**config.mk**
```make
export PLATFORM = sky130hd
export DESIGN_NAME = dgp_port
export DESIGN_NICKNAME = d
export VERILOG_FILES = /design/src/common/dgp_pkg.sv /design/src/hw/dgp_pin_mux.sv /design/src/hw/dgp_port.sv
export SDC_FILE = /design/constraint.sdc
export NUM_CORES = 1
export LEC_CHECK = 0
export ABC_AREA = 1
export BUFFER_PORTS_ARGS = -buffer_cell sky130_fd_sc_hd__buf_2
export CORE_MARGIN = 3
export CORE_UTILIZATION = 51
export CTS_BUF_LIST = sky130_fd_sc_hd__clkbuf_2 sky130_fd_sc_hd__clkbuf_4 sky130_fd_sc_hd__clkbuf_8
export DETAILED_ROUTE_END_ITERATION = 10
export PLACE_DENSITY = 0.89
export SKIP_CTS_REPAIR_TIMING = 1
export SLEW_MARGIN = 0
export SYNTH_ARGS = -nofsm -noshare
export SYNTH_HDL_FRONTEND = slang
export SYNTH_SLANG_ARGS = --single-unit
```
**constraint.sdc**
```tcl
create_clock -name clock -period 3 [get_ports clock]
set_input_delay 0.6 -clock clock [delete_from_list [all_inputs] [get_ports clock]]
set_output_delay 0.6 -clock clock [all_outputs]
set_load 0.02 [all_outputs]
```
**src/common/dgp_pkg.sv**
```systemverilog
// constants, field layout and state type of the dual gpio port block
// assumes a 32-bit apb slave with word-aligned registers

package dgp_pkg;

   // port geometry
   localparam int PORT_W = 8;
   localparam int CHSEL_W = 5;
   localparam int APB_DW = 32;
   localparam int APB_AW = 12;

   // register indices as printed; byte address is four times the index
   localparam logic [APB_AW-1:0] IDX_A_DATA = 12'h000;
   localparam logic [APB_AW-1:0] IDX_B_DATA = 12'h001;
   localparam logic [APB_AW-1:0] IDX_A_DIR = 12'h004;
   localparam logic [APB_AW-1:0] IDX_B_DIR = 12'h005;
   localparam logic [APB_AW-1:0] ADDR_A_DATA = IDX_A_DATA << 2;
   localparam logic [APB_AW-1:0] ADDR_B_DATA = IDX_B_DATA << 2;
   localparam logic [APB_AW-1:0] ADDR_A_DIR = IDX_A_DIR << 2;
   localparam logic [APB_AW-1:0] ADDR_B_DIR = IDX_B_DIR << 2;

   // reset value of both direction registers: all pins inputs
   localparam logic [PORT_W-1:0] DIR_RESET = 8'h00;
   localparam logic [PORT_W-1:0] BYTE_ZERO = 8'h00;
   localparam logic [APB_DW-1:0] WORD_ZERO = 32'h0000_0000;

   // converter channel number of the second port's bit 0
   localparam logic [CHSEL_W-1:0] CHAN_BASE_B = 5'h00;

   // byte lane that carries the 8-bit registers
   localparam int LANE_LOW = 0;

   // whole register state of the block
   typedef struct packed
   {
      logic [PORT_W-1:0] latchA;
      logic [PORT_W-1:0] latchB;
      logic [PORT_W-1:0] dirA;
      logic [PORT_W-1:0] dirB;
      logic [APB_DW-1:0] rdata;
   } dgp_state_t;

endpackage : dgp_pkg

```
**src/hw/dgp_pin_mux.sv**
```systemverilog
// per-port pad steering and read-back selection
// assumes pad inputs and claim bits are synchronous to the system clock

`timescale 1ns/1ns

module dgp_pin_mux
   import dgp_pkg::*;
#(
   parameter int WIDTH = PORT_W
)
(
   input wire logic [WIDTH-1:0] latchVal,
   input wire logic [WIDTH-1:0] dirVal,
   input wire logic [WIDTH-1:0] claim,
   input wire logic [WIDTH-1:0] padIn,
   output logic [WIDTH-1:0] padOe,
   output logic [WIDTH-1:0] padOut,
   output logic [WIDTH-1:0] readVal
);

   genvar i;

   // one slice per pin; a claimed pin is never driven, whatever its direction bit
   generate
      for (i = 0; i < WIDTH; i++)
      begin : g_pin
         assign padOe[i] = dirVal[i] & ~claim[i];
         assign padOut[i] = latchVal[i]; // latch drives only when enabled
         // output pin reads its latch, claimed input reads zero, else the pad level
         assign readVal[i] = dirVal[i] ? latchVal[i] : (~claim[i] & padIn[i]);
      end
   endgenerate

endmodule : dgp_pin_mux

```
**src/hw/dgp_port.sv**
```systemverilog
// two 8-bit bidirectional gpio ports behind an apb slave
// assumes pads resolve the wire from padXOe/padXOut and return padXIn synchronously
// assumes the converter presents its channel select and an enable each cycle
//
// The APB interface to the registers is this design's own decision.

`timescale 1ns/1ns

module dgp_port
   import dgp_pkg::*;
#(
   parameter int WIDTH = PORT_W
)
(
   input wire logic clock,
   input wire logic rst_n,
   input wire logic psel,
   input wire logic penable,
   input wire logic pwrite,
   input wire logic [APB_AW-1:0] paddr,
   input wire logic [APB_DW-1:0] pwdata,
   input wire logic [3:0] pstrb,
   output logic [APB_DW-1:0] prdata,
   output logic pready,
   output logic pslverr,
   input wire logic [WIDTH-1:0] padAIn,
   output logic [WIDTH-1:0] padAOut,
   output logic [WIDTH-1:0] padAOe,
   input wire logic [WIDTH-1:0] padBIn,
   output logic [WIDTH-1:0] padBOut,
   output logic [WIDTH-1:0] padBOe,
   input wire logic convEnable,
   input wire logic [CHSEL_W-1:0] convChanSel
);

   dgp_state_t state_reg;
   dgp_state_t state_next;
   logic [WIDTH-1:0] claimB;
   logic [WIDTH-1:0] readA;
   logic [WIDTH-1:0] readB;
   logic setupPhase;
   logic accessPhase;
   logic hitAData;
   logic hitBData;
   logic hitADir;
   logic hitBDir;
   logic mapped;
   logic doWrite;
   logic laneLow;

   genvar c;

   // converter claim per pin: the select names this pin's channel
   generate
      for (c = 0; c < WIDTH; c++)
      begin : g_claim
         assign claimB[c] = convEnable && (convChanSel == CHSEL_W'(CHAN_BASE_B + c));
      end
   endgenerate

   // first port has no converter sharing, so its claim is tied off
   dgp_pin_mux #(
      .WIDTH(WIDTH)
   ) u_mux_a (
      .latchVal(state_reg.latchA),
      .dirVal(state_reg.dirA),
      .claim({WIDTH{1'b0}}),
      .padIn(padAIn),
      .padOe(padAOe),
      .padOut(padAOut),
      .readVal(readA)
   );

   // second port: claimed pins stay undriven and read zero as inputs
   dgp_pin_mux #(
      .WIDTH(WIDTH)
   ) u_mux_b (
      .latchVal(state_reg.latchB),
      .dirVal(state_reg.dirB),
      .claim(claimB),
      .padIn(padBIn),
      .padOe(padBOe),
      .padOut(padBOut),
      .readVal(readB)
   );

   // address decode; a misaligned or unknown address is an error answer
   assign hitAData = (paddr == ADDR_A_DATA);
   assign hitBData = (paddr == ADDR_B_DATA);
   assign hitADir = (paddr == ADDR_A_DIR);
   assign hitBDir = (paddr == ADDR_B_DIR);
   assign mapped = hitAData | hitBData | hitADir | hitBDir;
   assign setupPhase = psel & ~penable;
   assign accessPhase = psel & penable;
   assign laneLow = pstrb[LANE_LOW];
   assign doWrite = accessPhase & pwrite & mapped & laneLow;

   // read data is captured in setup, so every access finishes in one access cycle
   assign pready = accessPhase;
   assign pslverr = accessPhase & ~mapped;
   assign prdata = state_reg.rdata;

   // next-state logic for latches, directions and read data
   always_comb
   begin
      state_next = state_reg;
      // writes land whatever the direction bit holds; the pin only follows when enabled
      if (doWrite && hitAData)
      begin
         state_next.latchA = pwdata[PORT_W-1:0];
      end
      if (doWrite && hitBData)
      begin
         state_next.latchB = pwdata[PORT_W-1:0];
      end
      if (doWrite && hitADir)
      begin
         state_next.dirA = pwdata[PORT_W-1:0];
      end
      if (doWrite && hitBDir)
      begin
         state_next.dirB = pwdata[PORT_W-1:0];
      end
      // pad levels are sampled in the setup cycle; unmapped reads give zero
      if (setupPhase && !pwrite)
      begin
         state_next.rdata = WORD_ZERO;
         if (hitAData)
         begin
            state_next.rdata[PORT_W-1:0] = readA;
         end
         else if (hitBData)
         begin
            state_next.rdata[PORT_W-1:0] = readB;
         end
         else if (hitADir)
         begin
            state_next.rdata[PORT_W-1:0] = state_reg.dirA;
         end
         else if (hitBDir)
         begin
            state_next.rdata[PORT_W-1:0] = state_reg.dirB;
         end
      end
   end

   // latches carry no reset so their content survives it; directions clear
   always_ff @(posedge clock or negedge rst_n)
   begin
      if (!rst_n)
      begin
         state_reg.dirA <= DIR_RESET;
         state_reg.dirB <= DIR_RESET;
         state_reg.rdata <= WORD_ZERO;
      end
      else
      begin
         state_reg <= state_next;
      end
   end

   // checks on the block's own outputs and state

   property p_dir_cleared(logic [WIDTH-1:0] dirv);
      @(posedge clock) disable iff (!rst_n)
         !$past(rst_n) |-> (dirv == DIR_RESET);
   endproperty

   a_dir_a_reset: assert property (p_dir_cleared(state_reg.dirA))
      else $error("first port direction not clear after reset");

   a_dir_b_reset: assert property (p_dir_cleared(state_reg.dirB))
      else $error("second port direction not clear after reset");

   a_oe_a_follows: assert property (
      @(posedge clock) disable iff (!rst_n)
         padAOe == state_reg.dirA)
      else $error("first port enable differs from direction");

   a_oe_b_claim: assert property (
      @(posedge clock) disable iff (!rst_n)
         (padBOe & claimB) == BYTE_ZERO)
      else $error("claimed second port pin is driven");

   a_oe_b_free: assert property (
      @(posedge clock) disable iff (!rst_n)
         (padBOe & ~claimB) == (state_reg.dirB & ~claimB))
      else $error("unclaimed second port enable differs from direction");

   // the converter owns at most one channel, and none while it is off
   a_claim_single: assert property (
      @(posedge clock) disable iff (!rst_n)
         $onehot0(claimB))
      else $error("more than one second port pin claimed");

   a_claim_off: assert property (
      @(posedge clock) disable iff (!rst_n)
         !convEnable |-> (claimB == BYTE_ZERO))
      else $error("pin claimed while converter is off");

   a_latch_write: assert property (
      @(posedge clock) disable iff (!rst_n)
         (doWrite && hitAData) |=> (state_reg.latchA == $past(pwdata[PORT_W-1:0])))
      else $error("first port latch missed a write");

   a_latch_b_write: assert property (
      @(posedge clock) disable iff (!rst_n)
         (doWrite && hitBData) |=> (state_reg.latchB == $past(pwdata[PORT_W-1:0])))
      else $error("second port latch missed a write");

   a_read_a_mix: assert property (
      @(posedge clock) disable iff (!rst_n)
         (setupPhase && !pwrite && hitAData) |=>
            (prdata[PORT_W-1:0] == (($past(state_reg.dirA) & $past(state_reg.latchA))
            | (~$past(state_reg.dirA) & $past(padAIn)))))
      else $error("first port read-back wrong");

   a_read_b_zero: assert property (
      @(posedge clock) disable iff (!rst_n)
         (setupPhase && !pwrite && hitBData) |=>
            ((prdata[PORT_W-1:0] & $past(claimB) & ~$past(state_reg.dirB)) == BYTE_ZERO))
      else $error("claimed input pin did not read zero");

   a_read_b_latch: assert property (
      @(posedge clock) disable iff (!rst_n)
         (setupPhase && !pwrite && hitBData) |=>
            ((prdata[PORT_W-1:0] & $past(state_reg.dirB))
            == ($past(state_reg.latchB) & $past(state_reg.dirB))))
      else $error("second port output pin did not read latch");

   // masks keep latch bits out, so an unwritten latch cannot make this fail
   a_read_b_pad: assert property (
      @(posedge clock) disable iff (!rst_n)
         (setupPhase && !pwrite && hitBData) |=>
            ((prdata[PORT_W-1:0] & ~$past(state_reg.dirB) & ~$past(claimB))
            == ($past(padBIn) & ~$past(state_reg.dirB) & ~$past(claimB))))
      else $error("free second port input pin did not read pad");

   // a read of the second port's direction returns the register as held in the setup cycle
   a_dir_roundtrip: assert property (
      @(posedge clock) disable iff (!rst_n)
         (setupPhase && !pwrite && hitBDir)
            |=> (prdata[PORT_W-1:0] == $past(state_reg.dirB)))
      else $error("second port direction did not read back");

   a_dir_a_read: assert property (
      @(posedge clock) disable iff (!rst_n)
         (setupPhase && !pwrite && hitADir)
            |=> (prdata[PORT_W-1:0] == $past(state_reg.dirA)))
      else $error("first port direction did not read back");

   a_dir_a_write: assert property (
      @(posedge clock) disable iff (!rst_n)
         (doWrite && hitADir) |=> (state_reg.dirA == $past(pwdata[PORT_W-1:0])))
      else $error("first port direction missed a write");

   a_dir_b_write: assert property (
      @(posedge clock) disable iff (!rst_n)
         (doWrite && hitBDir) |=> (state_reg.dirB == $past(pwdata[PORT_W-1:0])))
      else $error("second port direction missed a write");

   a_ready_err: assert property (
      @(posedge clock) disable iff (!rst_n)
         accessPhase |-> (pready && (pslverr == !mapped)))
      else $error("apb answer wrong");

   // an error answer must not disturb the pins' direction
   a_err_write_kept: assert property (
      @(posedge clock) disable iff (!rst_n)
         (accessPhase && pwrite && !mapped) |=>
            ($stable(state_reg.dirA) && $stable(state_reg.dirB)))
      else $error("unmapped write changed a direction register");

   c_write_a: cover property (
      @(posedge clock) disable iff (!rst_n) doWrite && hitAData);

   c_read_b_claim: cover property (
      @(posedge clock) disable iff (!rst_n)
         setupPhase && !pwrite && hitBData && (claimB != BYTE_ZERO));

   c_unmapped: cover property (
      @(posedge clock) disable iff (!rst_n) pslverr);

   c_claim_output: cover property (
      @(posedge clock) disable iff (!rst_n)
         setupPhase && !pwrite && hitBData && ((claimB & state_reg.dirB) != BYTE_ZERO));

endmodule : dgp_port

```
==> run_results.csv, run 1 <==
group,metric,value,unit
sta,post-route-min-period,2.38,ns
outcome,status,"finished clean",
finish,nFillCells,440,
finish,synthToLayoutAreaGrowth,11.2,%
worst_setup_path,crit_type,"primary input to output pin",
yosys,synthSimpleGateAreaFrac,0.328,
route,drc,0,
route,routedWlPerCell,13.0,um
yosys,yosys-top-cells-count,"nand2_1 (121), buf_4 (58), inv_1 (47)",
worst_setup_path,worstPathArrival,1.78,ns
grt,overflow,0,
sta,finalSetupTns,0,ns
cts,cts.path.max_buffers,2,
floorplan,fp.dieArea,6250,um^2
finish,multi_input_area,1090,um^2
worst_setup_path,worst_ep_required_time,2.40,ns
cts,cts_sinks,40,
floorplan,die_w,79.1,um
yosys,synth_top_family_by_area,"simple AND/OR/NAND/NOR gates",
cts,htreeDepth,2,
grt,gr-usage-all-layers,0.213,
yosys,syn-cell-area,2720,um^2
floorplan,fp-row-count,25,
finish,final_nets,508,
run,max-cap-violations,0,
cts,insertion_delay,0.29,ns
yosys,synth_ff_type,"dfrtp_1",
route,first_pass_iters,6,
sta,final_max_slew_viol_count,0,
placement,port_buffers,89,
yosys,syn_inst,367,
route,via_count,2397,
yosys,ys_seq_area_frac,0.397,
yosys,synth_fa_ha_area_frac,0,
cts,cts_root_buf,"clkbuf_8",
finish,final_layout_size_suffix_gt1_frac,0.290,
sta,slew_headroom,0.585,
sta,rsz0062_at_grt,"false",
grt,grt_max_degree,25,
floorplan,core-area,4940,um^2
pwr,power_density,349,nW/um^2
worst_setup_path,crit_path_start_kind,"primary input",
min_path,hold_class,"primary input to asynchronous set/reset pin",
cts,cts_tree,"built",
yosys,synth_xor_area_frac,0,
cts,clkTransAtPathRegs,0.08,ns
pwr,leakage,1.77,nW
sta,worst_hold_slack,0.346,ns
yosys,synth_area_leader_cell,"dfrtp_1",
yosys,synth_cell_type_count,20,
yosys,syn_area_per_cell,7.42,um^2
sta,worst_clock_skew,0.00426,ns
floorplan,io_pins,141,
yosys,yosys_warnings,0,
finish,largest_reg_flops,32,
sta,worst_slew_pin_slew,0.619,ns
finish,seq_area,1080,um^2
yosys,synth_edf_count,16,
grt,grt_pass1_vias,2186,
grt,grt_pass1_wl,10100,um
route,ant_nets,0,
sta,post-route-period-util,0.794,
cts,cts_buffers,5,
worst_setup_path,cp_max_fo,12,
floorplan,die_h,79.1,um
yosys,synthTopCellsByArea,"dfrtp_1 (22%), edfxtp_1 (18%), nand2_1 (17%)",
pwr,ir_drop,296,uV
yosys,synth_mux_area_frac,0,
route,wirelength,6500,um
worst_setup_path,crit_path_end_kind,"output pin",
yosys,synth.most_common_cell,"nand2_1",
yosys,ys_seq_elements,40,
route,detail_route.iter0.violations,160,
route,via_per_inst,4.78,
placement,gp_congestion,0.872,
sta,setup_viol,0,
placement,dp.final_hpwl,5030,um
sta,hold_violations,0,
sta,fmax,420,MHz
floorplan,start_util,0.551,
worst_setup_path,r2r_cells,5,
finish,antenna_cells,0,
yosys,async_reset_ff_frac,0.600,
yosys,synth-compound-area-share,0.0404,
yosys,synth_top_area_share,0.220,
grt,antenna_found_initial,0,
## logic make-up (layout without fill, tap and decap cells)
group	Yosys count	after routing
flops	40	40
simple gates	201	201
other cells	1	24
compound gates	16	16
buf+inv	109	153
## cells in the final DEF, fill, tap and decap left out, drive strengths merged, types with 3 or more instances in the layout
cell / netlist / final
nor2: 33 / 33
clkbuf: 0 / 7
dfrtp: 24 / 24
nor3: 3 / 3
nand3: 34 / 34
buf: 60 / 96
conb: 1 / 24
inv: 49 / 49
nand2: 123 / 123
edfxtp: 16 / 16
o21ai: 16 / 16
nand4: 7 / 7
## where the power goes
group / total, W / leakage, nW / internal [W] / switching, W
sequential: 0.000569 / 0.479 / 0.000569 / 0.000000114
combinational: 0.000123 / 1.24 / 0.0000372 / 0.0000859
clock: 0.000365 / 0.0491 / 0.000181 / 0.000184
## critical path, cell delays in order
cell	delay (ns)
buf_2	0.09
nor2_1	0.13
nand2_1	0.15
nor2_4	0.30
nor2_1	0.12
nor2_4	0.17
nor2_1	0.06
buf_2	0.15
## worst paths after layout
path	slack (ns)	end	from
min in group clock	0.48	prdata[5]	prdata[5]
max reg2reg	1.94	prdata[5]	state_reg[45]
min reg2reg	0.48	prdata[5]	prdata[5]
max in group asynchronous	2.40	prdata[4]	rst_n
min	0.35	state_reg[42]	rst_n
max	0.62	pslverr	paddr[7]
## through the flow
step / instance area, um^2 / total power (W) / std cells / setup slack [ns] / util
CTS: 3030 / 0.00106 / 501 / 0.623 / 0.613
global route: 3030 / 0.00110 / 501 / 0.487 / 0.613
global placement: 2940 / 0.000699 / 493 / 0.427 / 0.595
detailed placement: 2940 / 0.000703 / 493 / 0.370 / 0.595
finish: 3030 / 0.00106 / 501 / 0.617 / 0.613
floorplan: 2810 / 0.000671 / 390 / 0.984 / -
## layer usage
metal	vias up	global-route usage	wire length, um	share of wire
met5	-	0	0	0
met4	0	0.0876	142	0.022
met3	17	0.0476	575	0.089
met2	127	0.354	3210	0.49
met1	1067	0.267	2570	0.40
li1	1186	-	-	-
## layout make-up
cell class,count,share of cell area
tap,67,0.0277
inverter,49,0.0607
clock inverter,1,0.00165
timing repair buffer,96,0.164
clock buffer,7,0.0277
multi-input combinational,241,0.361
sequential,40,0.357
Note: power is estimated with default switching activity, not from simulation.
==> run 2: changes to the inputs <==
Settings changed: CORE_UTILIZATION 51 to 47, PLACE_DENSITY 0.89 to 0.83.
Clock period 3 ns to 2.2 ns, I/O delays scaled along.
==> run 2 against run 1 <==
Against the previous run:
- global-route usage decreased by 1.3 points
- core utilization shrank 5.9 points
- clock skew rose by 0.0020 ns
- final cell count rose by 1.6%
- wire length fell by 1.9%
- critical path depth did not move
- largest power group unchanged
- die area grew 7.8%
- critical path type unchanged
==> run_results.csv, run 2 (synthesized netlist as in run 1, its figures left out) <==
group,metric,value,unit
worst_setup_path,crit_path_start_kind,"primary input",
worst_setup_path,worstPathArrival,1.38,ns
sta,rsz0062_at_grt,"false",
route,via_per_inst,4.61,
sta,post-route-min-period,1.82,ns
finish,finalNonFillerCells,509,
floorplan,fp-row-count,27,
route,wirelength,6380,um
floorplan,die_w,82.1,um
pwr,power_frac_seq,0.495,
grt,grt_pass1_wl,9930,um
finish,utilization,0.554,
placement,dpl-instance-area,2970,um^2
cts,cts_sinks,40,
grt,grt_pass1_vias,2164,
outcome,status,"finished clean",
route,routedWlPerCell,12.5,um
pwr,swShare,0.239,
pwr,intPower,0.00119,W
route,via_count,2344,
sta,worst_clock_skew,0.00629,ns
worst_setup_path,worst_ep_required_time,1.76,ns
worst_setup_path,r2r-start,"state_reg[47]",
placement,dp.final_hpwl,4950,um
grt,antenna_found_initial,0,
floorplan,fp.dieArea,6740,um^2
route,first_pass_iters,4,
floorplan,start_util,0.489,
finish,final_cell_mix,"nand2_1 (121), buf_2 (89), inv_1 (47), nand3_1 (34), nor2_1 (28)",
sta,setup_viol,0,
grt,gr-usage-all-layers,0.200,
pwr,ir_drop,420,uV
placement,dp.cells,501,
sta,final_max_slew_viol_count,0,
worst_setup_path,cp_max_fo,4,
finish,final_layout_size_suffix_gt1_frac,0.293,
cts,cts_buffers,5,
cts,clkTransAtPathRegs,0.08,ns
worst_setup_path,r2r_slack,1.13,ns
placement,preCtsSetupSlack,0.258,ns
route,drc,0,
cts,cts.path.max_buffers,2,
route,ant_nets,0,
finish,final_nets,511,
pwr,p_comb_frac,0.107,
worst_setup_path,crit_path_end_kind,"output pin",
cts,insertion_delay,0.29,ns
sta,hold_violations,0,
sta,fmax,550,MHz
finish,final_area,3090,um^2
grt,grt_max_degree,25,
worst_setup_path,timing.rr.end,"prdata[7]",
finish,largest_reg_flops,32,
finish,antenna_cells,0,
grt,overflow,0,
finish,final_common_cell,"nand2_1",
pwr,clock_power_share,0.398,
sta,finalSetupTns,0,ns
min_path,hold_class,"primary input to asynchronous set/reset pin",
placement,port_buffers,89,
worst_setup_path,crit_type,"primary input to output pin",
pwr,leakage,1.79,nW
pwr,power_density,508,nW/um^2
sta,setup_ws,0.383,ns
route,detail_route.iter0.violations,103,
floorplan,core-area,5570,um^2
finish,synthToLayoutAreaGrowth,13.3,%
pwr,netSwitchingPower,0.000374,W
cts,cts_tree,"built",
cts,cts_root_buf,"clkbuf_8",
worst_setup_path,r2r_cells,6,
sta,post-route-period-util,0.826,
floorplan,io_pins,141,
placement,gp_congestion,0.812,
floorplan,die_h,82.1,um
cts,htreeDepth,2,
run,max-cap-violations,0,
-- run 2: layout make-up --
class | count | area (um^2)
Timing Repair Buffer | 99 | 520
Tap cell | 72 | 90.1
Inverter | 49 | 184
Fill cell | 550 | 2490
Clock buffer | 6 | 82.6
Clock inverter | 2 | 33.8
Multi-Input combinational cell | 241 | 1090
Sequential cell | 40 | 1080
-- run 2: power groups by stage --
stage / registers (W) / clock network (W) / logic [W]
after CTS: 0.000776 / 0.000637 / 0.000168
final: 0.000776 / 0.000624 / 0.000167
after global routing: 0.000776 / 0.000667 / 0.000189
after global placement: 0.000791 / 0 / 0.000164
after floorplan: 0.000792 / 0 / 0.000123
after detailed placement: 0.000791 / 0 / 0.000168
-- run 2: worst max-delay path by stage --
| stage | slack, ns | end | cells past startpoint | from |
|---|---|---|---|---|
| finish | 0.38 | pslverr | 8 | paddr[7] |
| global placement | 0.29 | state_reg[48] | 9 | paddr[11] |
| global route | 0.31 | pslverr | 8 | paddr[11] |
| detailed placement | 0.26 | state_reg[57] | 9 | paddr[9] |
| floorplan | 0.34 | state_reg[48] | 7 | paddr[11] |
| CTS | 0.37 | pslverr | 8 | paddr[9] |
-- run 2: per-layer routing --
layer,routed length (um),share of wire,global-route usage,vias up
met5,0,0,0,-
met1,2540,0.40,0.243,1031
met4,104,0.016,0.0714,0
met2,3080,0.48,0.352,113
met3,651,0.10,0.0369,5
li1,-,-,-,1195
-- run 2: per-stage QoR --
| step | total power (W) | hold slack, ns |
|---|---|---|
| floorplan | 0.000914 | 0.144 |
| global placement | 0.000955 | 0.458 |
| detailed placement | 0.000959 | 0.462 |
| CTS | 0.00158 | 0.173 |
| global route | 0.00163 | 0.187 |
| finish | 0.00157 | 0.167 |
-- run 2: critical path, cell delays in order --
cell and delay (ns):
buf_2 0.10, nor2_1 0.12, nand2_1 0.16, nor2_4 0.12, nor2_1 0.07, nor2_4 0.15, nor2_1 0.05, buf_2 0.15
==> run 3: changes to the inputs <==
Settings changed: CORE_UTILIZATION 47 to 43, PLACE_DENSITY 0.83 to 0.8.
Clock period 2.2 ns to 1.5 ns, I/O delays scaled along.
==> run 3 against run 2 <==
Against the previous run:
- sequential power rose by 47%
- final cell count rose by 2.8%
- design area up 8.1%
- global-route usage decreased by 1.4 points
- clock power up 42%
- critical endpoint unchanged
==> run_results.csv, run 3 (synthesized netlist as in run 1, its figures left out) <==
group,metric,value,unit
outcome,status,"finished clean",
cts,clkTransAtPathRegs,0.08,ns
sta,final_max_slew_viol_count,0,
floorplan,core-area,6030,um^2
sta,post-route-period-util,0.983,
pwr,power_density,693,nW/um^2
finish,antenna_cells,0,
worst_setup_path,cp_common_cell,"nor2_4",
worst_setup_path,cp_slowest_cell,"nor2_4",
cts,htreeDepth,2,
finish,final_cell_mix,"nand2_1 (119), buf_2 (84), inv_1 (46), nand3_1 (33)",
grt,grt_max_degree,25,
floorplan,die_h,85.6,um
run,max-cap-violations,0,
grt,gr-usage-all-layers,0.185,
cts,cts_buffers,5,
sta,hold_violations,0,
pwr,p_total,0.00231,W
worst_setup_path,crit_path_start_kind,"primary input",
route,ant_nets,0,
finish,final_nets,522,
finish,final_area,3340,um^2
route,via_per_inst,4.66,
worst_setup_path,crit_chain,"buf_4 -> inv_6 -> nor2_4 -> nand2_2 -> nor2_4 -> nor2_4 -> nor2_4 -> buf_6 -> nor2_4 -> buf_6",
route,routedWlPerCell,13.2,um
sta,fmax,679,MHz
pwr,ir_drop,367,uV
finish,synthToLayoutAreaGrowth,22.5,%
route,detail_route.iter0.violations,129,
min_path,hold_class,"primary input to asynchronous set/reset pin",
placement,dp.final_hpwl,5320,um
grt,grt_pass1_wl,10600,um
worst_setup_path,cp_num_buf_inv,4,
sta,setup_viol,0,
floorplan,io_pins,141,
worst_setup_path,slowest_delay,0.13,ns
finish,final_layout_size_suffix_gt1_frac,0.342,
floorplan,fp-row-count,28,
worst_setup_path,cp_max_fo,2,
sta,finalSetupTns,0,ns
sta,post-route-min-period,1.47,ns
cts,cts_root_buf,"clkbuf_8",
worst_setup_path,crit_type,"primary input to output pin",
floorplan,start_util,0.452,
cts,cts.path.max_buffers,2,
floorplan,fp.dieArea,7330,um^2
grt,grt_pass1_vias,2245,
pwr,leakage,1.88,nW
route,drc,0,
sta,worst_clock_skew,0.00717,ns
route,first_pass_iters,5,
placement,port_buffers,89,
route,via_count,2436,
cts,cts_sinks,40,
finish,final_common_cell,"nand2_1",
cts,insertion_delay,0.29,ns
placement,dpl-instance-area,3140,um^2
floorplan,die_w,85.6,um
worst_setup_path,worstPathArrival,1.17,ns
worst_setup_path,worst_ep_required_time,1.20,ns
grt,antenna_found_initial,0,
worst_setup_path,crit_path_end_kind,"output pin",
placement,gp_congestion,0.848,
route,wirelength,6890,um
grt,overflow,0,
cts,cts_tree,"built",
worst_setup_path,critPathTopFamily,"simple AND/OR/NAND/NOR gates",
finish,largest_reg_flops,32,
## run 3: routing by layer
metal / global-route usage / vias to the layer above / share of wire
met5: 0 / - / 0
met4: 0.0590 / 0 / 0.016
met3: 0.0451 / 10 / 0.088
met2: 0.326 / 107 / 0.50
met1: 0.223 / 1104 / 0.40
li1: - / 1215 / -
## run 3: through the flow
step | hold WS [ns] | utilization | std cells | setup slack [ns]
after floorplan | 0.00441 | - | 390 | 0.0000639
after global placement | 0.404 | 0.520 | 513 | -0.137
after detailed placement | 0.400 | 0.520 | 513 | -0.137
after CTS | 0.0765 | 0.539 | 521 | -0.106
after global routing | 0.0974 | 0.554 | 523 | -0.00980
final | 0.0823 | 0.554 | 523 | 0.0262
## run 3: area by class of cell
class | count | area, um^2
clock buffer | 5 | 68.8
clock inverter | 3 | 42.5
fill | 574 | 2690
inverter | 49 | 189
multi-input combinational | 241 | 1190
sequential | 40 | 1080
tap | 75 | 93.8
timing repair buffer | 110 | 672
## run 3: power by group
part	switching (W)	internal, W	total, W
clock network	0.000395	0.000493	0.000888
registers	0.000000231	0.00114	0.00114
logic	0.000187	0.0000976	0.000285
## run 3: final timing paths
check | to | cells past startpoint | from | slack (ns)
max in group asynchronous | prdata[6] | 2 | rst_n | 1.17
min in group clock | state_reg[57] | 1 | pwdata[1] | 0.22
setup / recovery | pslverr | 10 | paddr[4] | 0.03
setup reg to reg | prdata[7] | 5 | state_reg[47] | 0.37
hold / removal | state_reg[35] | 2 | rst_n | 0.08
hold reg to reg | prdata[7] | 2 | prdata[7] | 0.48
